`src/hdl/cdf_pkg.sv`:
```
package cdf_pkg;
    // sample width of both paths
    localparam int unsigned SAMPLE_W = 24;
    localparam int unsigned FIFO_DEPTH = 4;
    localparam int unsigned DLY_MAX = 32;
    localparam int unsigned DLY_IDX_W = 5;

    // group delay in sample periods, per filter type
    localparam logic [4:0] PB_DLY_T0 = 5'h0b;
    localparam logic [4:0] PB_DLY_T1 = 5'h12;
    localparam logic [4:0] PB_DLY_T2 = 5'h05;
    localparam logic [4:0] PB_DLY_T3 = 5'h05;
    localparam logic [4:0] RC_DLY_T0 = 5'h0c;
    localparam logic [4:0] RC_DLY_T1 = 5'h14;
    localparam logic [4:0] RC_DLY_T2 = 5'h03;
    localparam logic [4:0] RC_DLY_T3 = 5'h06;

    // high-pass pole 0.9995 in q1.15: 0.9995*32768 = 32751.6 -> 32752
    localparam int unsigned HPF_COEF_W = 16;
    localparam logic [15:0] HPF_POLE = 16'h7ff0;
    localparam int unsigned HPF_FRAC = 15;
    localparam int unsigned HPF_ACC_W = 48;

    // reset values
    localparam logic [23:0] SAMPLE_RST = 24'h000000;
    localparam logic [1:0] TYPE_RST = 2'h0;

    typedef enum logic [1:0] {
        CDF_TYPE0,
        CDF_TYPE1,
        CDF_TYPE2,
        CDF_TYPE3
    } cdf_type_e;

    typedef struct packed {
        logic        valid;
        logic [23:0] data;
    } cdf_smp_s;
endpackage

```
`src/hdl/cdf_filters.sv`:
```
// Functional notes
// Record and playback paths each have their own filter pipeline.
// Four filter types 0 to 3 are selected per path by a type input.
// Group delay is 11/12 for type 0, 18/20 for type 1, 5/6 for type 3 (playback/record).
// A record-path high-pass stage removes dc and can be switched in or out.
// The high-pass stage computes y[n] = x[n] - x[n-1] + 0.9995*y[n-1].
// The pole of 0.9995 puts the single corner near 3.7 Hz at 48 kHz.
// Type 2 delays 5 samples on playback and 3 on record.
`timescale 1ns/1ps
`default_nettype none
module cdf_filters (
    input  wire logic                          core_clk_i,
    input  wire logic                          reset_n_i,
    input  wire logic                          fs_tick_i,
    input  wire logic [1:0]                    pb_type_i,
    input  wire logic [1:0]                    rc_type_i,
    input  wire logic                          hpf_en_i,
    input  wire logic                          pb_valid_i,
    output logic                               pb_ready_o,
    input  wire logic [cdf_pkg::SAMPLE_W-1:0]  pb_data_i,
    output logic                               pb_valid_o,
    output logic [cdf_pkg::SAMPLE_W-1:0]       pb_data_o,
    input  wire logic                          rc_valid_i,
    input  wire logic [cdf_pkg::SAMPLE_W-1:0]  rc_data_i,
    output logic                               rc_valid_o,
    output logic [cdf_pkg::SAMPLE_W-1:0]       rc_data_o
);
    localparam int unsigned W  = cdf_pkg::SAMPLE_W;
    localparam int unsigned N  = cdf_pkg::DLY_MAX;
    localparam int unsigned IW = cdf_pkg::DLY_IDX_W;
    localparam int unsigned AW = cdf_pkg::HPF_ACC_W;

    typedef struct packed {
        logic [N-1:0][W-1:0] pb_line;
        logic [N-1:0][W-1:0] rc_line;
        logic [W-1:0]        hp_x1;
        logic [AW-1:0]       hp_y1;
        cdf_pkg::cdf_smp_s   pb_out;
        cdf_pkg::cdf_smp_s   rc_out;
    } cdf_st_s;

    cdf_st_s              st_reg;
    cdf_st_s              st_next;
    logic                 fifo_valid;
    logic [W-1:0]         fifo_data;
    logic                 fifo_take;
    logic [IW-1:0]        pb_dly;
    logic [IW-1:0]        rc_dly;
    logic signed [AW-1:0] hp_acc;
    logic signed [AW-1:0] hp_prod;
    logic [W-1:0]         hp_out;
    logic [W-1:0]         rc_stage;
    logic [W-1:0]         pb_in;

    // playback words queue here; one drains per sample period
    cdf_fifo #(
        .WIDTH (W),
        .DEPTH (cdf_pkg::FIFO_DEPTH)
    ) u_pb_fifo (
        .core_clk_i  (core_clk_i),
        .reset_n_i   (reset_n_i),
        .in_valid_i  (pb_valid_i),
        .in_ready_o  (pb_ready_o),
        .in_data_i   (pb_data_i),
        .out_valid_o (fifo_valid),
        .out_ready_i (fifo_take),
        .out_data_o  (fifo_data)
    );

    // underrun feeds silence rather than stalling the modulator
    assign fifo_take = fs_tick_i;
    assign pb_in     = fifo_valid ? fifo_data : cdf_pkg::SAMPLE_RST;

    // per-type group delay lookup for each path
    always_comb begin
        case (cdf_pkg::cdf_type_e'(pb_type_i))
            cdf_pkg::CDF_TYPE0: pb_dly = cdf_pkg::PB_DLY_T0;
            cdf_pkg::CDF_TYPE1: pb_dly = cdf_pkg::PB_DLY_T1;
            cdf_pkg::CDF_TYPE2: pb_dly = cdf_pkg::PB_DLY_T2;
            cdf_pkg::CDF_TYPE3: pb_dly = cdf_pkg::PB_DLY_T3;
            default:            pb_dly = cdf_pkg::PB_DLY_T0;
        endcase
        case (cdf_pkg::cdf_type_e'(rc_type_i))
            cdf_pkg::CDF_TYPE0: rc_dly = cdf_pkg::RC_DLY_T0;
            cdf_pkg::CDF_TYPE1: rc_dly = cdf_pkg::RC_DLY_T1;
            cdf_pkg::CDF_TYPE2: rc_dly = cdf_pkg::RC_DLY_T2;
            cdf_pkg::CDF_TYPE3: rc_dly = cdf_pkg::RC_DLY_T3;
            default:            rc_dly = cdf_pkg::RC_DLY_T0;
        endcase
    end

    // first-order dc blocker, pole product drops its 15 fraction bits, accumulator is whole samples
    always_comb begin
        hp_prod = AW'(($signed(st_reg.hp_y1) * $signed({1'b0, cdf_pkg::HPF_POLE}))
                  >>> cdf_pkg::HPF_FRAC);
        hp_acc  = AW'($signed(rc_data_i)) - AW'($signed(st_reg.hp_x1)) + hp_prod;
        // saturate to the sample width, avoids wrap on large steps
        if (hp_acc > AW'($signed({1'b0, {(W-1){1'b1}}}))) begin
            hp_out = {1'b0, {(W-1){1'b1}}};
        end else if (hp_acc < AW'($signed({1'b1, {(W-1){1'b0}}}))) begin
            hp_out = {1'b1, {(W-1){1'b0}}};
        end else begin
            hp_out = hp_acc[W-1:0];
        end
        rc_stage = hpf_en_i ? hp_out : rc_data_i;
    end

    // separate delay lines shift one sample per sample period
    always_comb begin
        st_next = st_reg;
        st_next.pb_out.valid = 1'b0;
        st_next.rc_out.valid = 1'b0;
        if (fs_tick_i) begin
            st_next.pb_line = {st_reg.pb_line[N-2:0], pb_in};
            st_next.pb_out.data  = st_reg.pb_line[pb_dly - IW'(1)];
            st_next.pb_out.valid = 1'b1;
        end
        if (rc_valid_i) begin
            st_next.rc_line = {st_reg.rc_line[N-2:0], rc_stage};
            st_next.rc_out.data  = st_reg.rc_line[rc_dly - IW'(1)];
            st_next.rc_out.valid = 1'b1;
            if (hpf_en_i) begin
                st_next.hp_x1 = rc_data_i;
                st_next.hp_y1 = hp_acc;
            end else begin
                // bypass clears history so re-enable starts clean
                st_next.hp_x1 = '0;
                st_next.hp_y1 = '0;
            end
        end
    end

    always_ff @(posedge core_clk_i or negedge reset_n_i) begin
        if (!reset_n_i) begin
            st_reg <= '0;
        end else begin
            st_reg <= st_next;
        end
    end

    assign pb_valid_o = st_reg.pb_out.valid;
    assign pb_data_o  = st_reg.pb_out.data;
    assign rc_valid_o = st_reg.rc_out.valid;
    assign rc_data_o  = st_reg.rc_out.data;
endmodule
`default_nettype wire

```
`src/hdl/cdf_fifo.sv`:
```
`timescale 1ns/1ps
`default_nettype none
module cdf_fifo #(
    parameter int unsigned WIDTH = 24,
    parameter int unsigned DEPTH = 4
) (
    input  wire logic             core_clk_i,
    input  wire logic             reset_n_i,
    input  wire logic             in_valid_i,
    output logic                  in_ready_o,
    input  wire logic [WIDTH-1:0] in_data_i,
    output logic                  out_valid_o,
    input  wire logic             out_ready_i,
    output logic [WIDTH-1:0]      out_data_o
);
    localparam int unsigned AW = $clog2(DEPTH);

    typedef struct packed {
        logic [DEPTH-1:0][WIDTH-1:0] mem;
        logic [AW-1:0]               wr;
        logic [AW-1:0]               rd;
        logic [AW:0]                 cnt;
    } cdf_fifo_s;

    cdf_fifo_s st_reg;
    cdf_fifo_s st_next;
    logic      push;
    logic      pop;

    // honest full and empty from the occupancy count
    assign in_ready_o  = (st_reg.cnt != (AW+1)'(DEPTH));
    assign out_valid_o = (st_reg.cnt != '0);
    assign out_data_o  = st_reg.mem[st_reg.rd];
    assign push        = in_valid_i & in_ready_o;
    assign pop         = out_valid_o & out_ready_i;

    // pointer wrap relies on a power-of-two depth
    always_comb begin
        st_next = st_reg;
        if (push) begin
            st_next.mem[st_reg.wr] = in_data_i;
            st_next.wr = st_reg.wr + AW'(1);
        end
        if (pop) begin
            st_next.rd = st_reg.rd + AW'(1);
        end
        st_next.cnt = st_reg.cnt + (AW+1)'(push) - (AW+1)'(pop);
    end

    always_ff @(posedge core_clk_i or negedge reset_n_i) begin
        if (!reset_n_i) begin
            st_reg <= '0;
        end else begin
            st_reg <= st_next;
        end
    end
endmodule
`default_nettype wire

```
`config.mk`:
```
export PLATFORM = sky130hd
export DESIGN_NAME = cdf_filters
export DESIGN_NICKNAME = d
export VERILOG_FILES = /design/src/hdl/cdf_pkg.sv /design/src/hdl/cdf_filters.sv /design/src/hdl/cdf_fifo.sv
export SDC_FILE = /design/constraint.sdc
export NUM_CORES = 2
export LEC_CHECK = 0
export ABC_AREA = 1
export CAP_MARGIN = 40
export CORE_ASPECT_RATIO = 0.8
export CORE_MARGIN = 2
export CORE_UTILIZATION = 59
export CTS_BUF_LIST = sky130_fd_sc_hd__clkbuf_4 sky130_fd_sc_hd__clkbuf_8
export DETAILED_ROUTE_END_ITERATION = 7
export DONT_BUFFER_PORTS = 1
export HOLD_SLACK_MARGIN = 0.03
export PLACE_DENSITY = 0.8
export SLEW_MARGIN = 30
export SYNTH_ARGS = -nofsm -noshare
export SYNTH_HDL_FRONTEND = slang
export SYNTH_HIERARCHICAL = 1
export SYNTH_SLANG_ARGS = --single-unit
```
`constraint.sdc`:
```
create_clock -name core_clk_i -period 6.6 [get_ports core_clk_i]
set_input_delay 0.33 -clock core_clk_i [delete_from_list [all_inputs] [get_ports core_clk_i]]
set_output_delay 0.33 -clock core_clk_i [all_outputs]
set_load 0.01 [all_outputs]
```
==> results.yml <==
worst_setup_path:
  crit_type: "flip-flop to flip-flop"
  crit_family: "adder cells"
  critPathMaxStageDelay_ns: 0.83
  crit_slowest_cell: "fa_1"
  start_kind: "flip-flop"
  path_max_fanout: 11
  cp_data_arrival_time_ns: 9.10
  worstPathRequired_ns: 7.38
  cp_num_buf_inv: 9
  cp-end-kind: "flip-flop"
  cpMostUsedCell: "nand2_1"
timing:
  period_share_pct: 126
  setup_viol: 51
  final.setup_skew_ns: 0.0650
  holdWs_ns: 0.0880
  slew_headroom_pct: 43.6
  rsz0062_at_grt: "yes"
  finalHoldViolCount: 0
  layout_setup_ws_ns: -1.72
  drv_slew: 0
  tightestPinTransition_ns: 0.844
  timing.fmax_mhz: 120
  period_minus_slack_ns: 8.32
floorplanning:
  floorplan.initialDensity_pct: 59.8
  rows: 101
  die-area_um2: 98900
  die_h_um: 282
  core_um2: 95200
  io_pins: 109
  die_w_um: 351
cts:
  cts_tree: "yes"
  cts-buffers-inserted: 168
  numClockSinks: 1123
  clock_latency_ns: 0.92
  clock_path_buffers: 3
  clk_pin_slew_worst_paths_ns: 0.07
  cts_root_buf: "clkbuf_8"
  htreeDepth: 4
yosys:
  synth.area.top_cells: "dfrtp_1 (49%), nand2_1 (20%), fa_1 (9.0%), inv_1 (4.5%), ha_1 (3.4%)"
  synth_edf_count: 0
  yosysMostFrequentCell: "nand2_1"
  synthArstFlopShare_pct: 100
  yosysTopAreaCell: "dfrtp_1"
  yosysUniqueCellTypes: 46
  syn_inst: 6713
  synthTopCellsByCount: "nand2_1 (3050), dfrtp_1 (1123), inv_1 (675)"
  yosys_warnings: 6
  yosysSeqAreaShare_pct: 49.4
  synth_flop_cell: "dfrtp_1"
  ys_seq_elements: 1123
  avgSynthCellArea_um2: 8.47
  syn_nets: 7182
  syn-cell-area_um2: 56900
  synth.top_cell.area_share_pct: 49.4
placement:
  io_buffers: 0
  place_ws_ns: -1.14
  dpl.hpwl_um: 89700
  gp_congestion: 0.969
outcome:
  violations: "DRC, setup timing"
  status: "complete, but fails checks"
routing:
  drt_iter0_drc: 7935
  first_pass_iters: 8
  wl_um: 190000
  postRouteAntennaNets: 0
  via_per_inst: 5.86
  detail_route.wl_per_cell_um: 21.1
  drc: 33
  vias: 52800
global_route:
  grt_pass1_wl_um: 280000
  antenna_found_initial: 31
  track_usage_pct: 36.2
  grt_max_degree: 456
  grt_pass1_vias: 52400
  grt_remaining_overflow: 0
layout:
  fill_cells: 5419
  drive_gt1_share_pct: 16.8
  finalNetCount: 8037
  largest_reg_flops: 970
  area_growth_pct: 28.6
  fin_util_pct: 76.9
worst_hold_path:
  hp-class: "input pin to flip-flop"
run:
  cap_violations: 0
worst min-delay path, cell delays in order:
cell and delay [ns]:
nand2_1 0.05, dlygate4sd3_1 0.53, nand2_1 0.05
path summary, 6_finish.rpt:
path                                          start                        to  slack (ns)  cells after the start
setup / recovery             st_reg[71]$_DFFE_PN0P_   st_reg[129]$_DFFE_PN0P_       -1.72                     38
hold / removal                            fs_tick_i  st_reg[1248]$_DFFE_PN0P_        0.09                      3
setup reg to reg             st_reg[71]$_DFFE_PN0P_   st_reg[129]$_DFFE_PN0P_       -1.72                     38
hold reg to reg            st_reg[1215]$_DFFE_PN0P_  st_reg[1239]$_DFFE_PN0P_        0.43                      2
max in group asynchronous                 reset_n_i    st_reg[53]$_DFFE_PN0P_        2.03                     10
min in group asynchronous                 reset_n_i  st_reg[1180]$_DFFE_PN0P_        0.56                      3
kinds of logic after synthesis:
group	synth area share, %
buf+inv	7.46
xor+xnor	1.23
compound gates	5.59
simple gates	23.9
flops	49.4
fa+ha+maj	12.4
stage by stage:
stage / TNS, ns / instance area [um2] / std cells
floorplan: -1.84 / 57200 / 6713
global placement: -33.84 / 60200 / 8016
detailed placement: -36.82 / 60500 / 8026
CTS: -26.01 / 71800 / 8954
global route: -61.43 / 73100 / 8993
finish: -57.57 / 73200 / 9006
placed cells by master, fill, tap and decap left out, drive strengths merged, types with 4 or more instances in the layout:
| master | Yosys | final |
|---|---|---|
| nand2 | 3076 | 3079 |
| dfrtp | 1123 | 1123 |
| inv | 677 | 687 |
| dlygate4sd3 | 0 | 579 |
| buf | 109 | 471 |
| o21ai | 327 | 327 |
| clkbuf | 261 | 262 |
| fa | 257 | 257 |
| nor2 | 191 | 191 |
| ha | 154 | 154 |
| a21oi | 133 | 133 |
| nand4 | 102 | 102 |
| nand3 | 78 | 78 |
| xnor2 | 49 | 49 |
| o221ai | 40 | 40 |
| xor2 | 31 | 31 |
| o22ai | 25 | 25 |
| clkinv | 5 | 23 |
| diode | 0 | 19 |
| a31oi | 14 | 14 |
| o21bai | 11 | 11 |
| nor3 | 11 | 11 |
| a21o | 8 | 8 |
| clkinvlp | 0 | 7 |
| bufinv | 0 | 7 |
| or2 | 7 | 7 |
| o31ai | 5 | 5 |
| nand3b | 4 | 4 |
| a22o | 4 | 4 |
metal layers:
layer	vias to the layer above	wire, um	global-route usage (%)
met2	3847	85100	56.3
met3	1475	21600	9.63
met5	-	285	0
met1	25200	67600	45.3
li1	22200	-	-
met4	36	15700	22.6
layout make-up:
type                       count  area (um2)  share of cell area [%]
multi-input combinational   4541       27000                    36.9
antenna                       19        47.5                  0.0650
tap                         1287        1610                    2.20
inverter                     682        2590                    3.54
sequential                  1123       28100                    38.4
clock buffer                 260        3250                    4.45
clock inverter                42         485                   0.664
timing repair buffer        1052       10000                    13.7
repair_timing:
action / in CTS / in global routing
setup endpoints to repair: 52 / 55
pin swaps: 80 / 76
buffers inserted: 49 / 30
resized for setup: 332 / 243
endpoints found under the hold margin: 1492 / 87
gates cloned: 2 / 3
hold buffers: 583 / 1
Power is left out: the tool's default activity adds up to more than one toggle a clock period on the data nets, which glitch-free logic cannot reach.
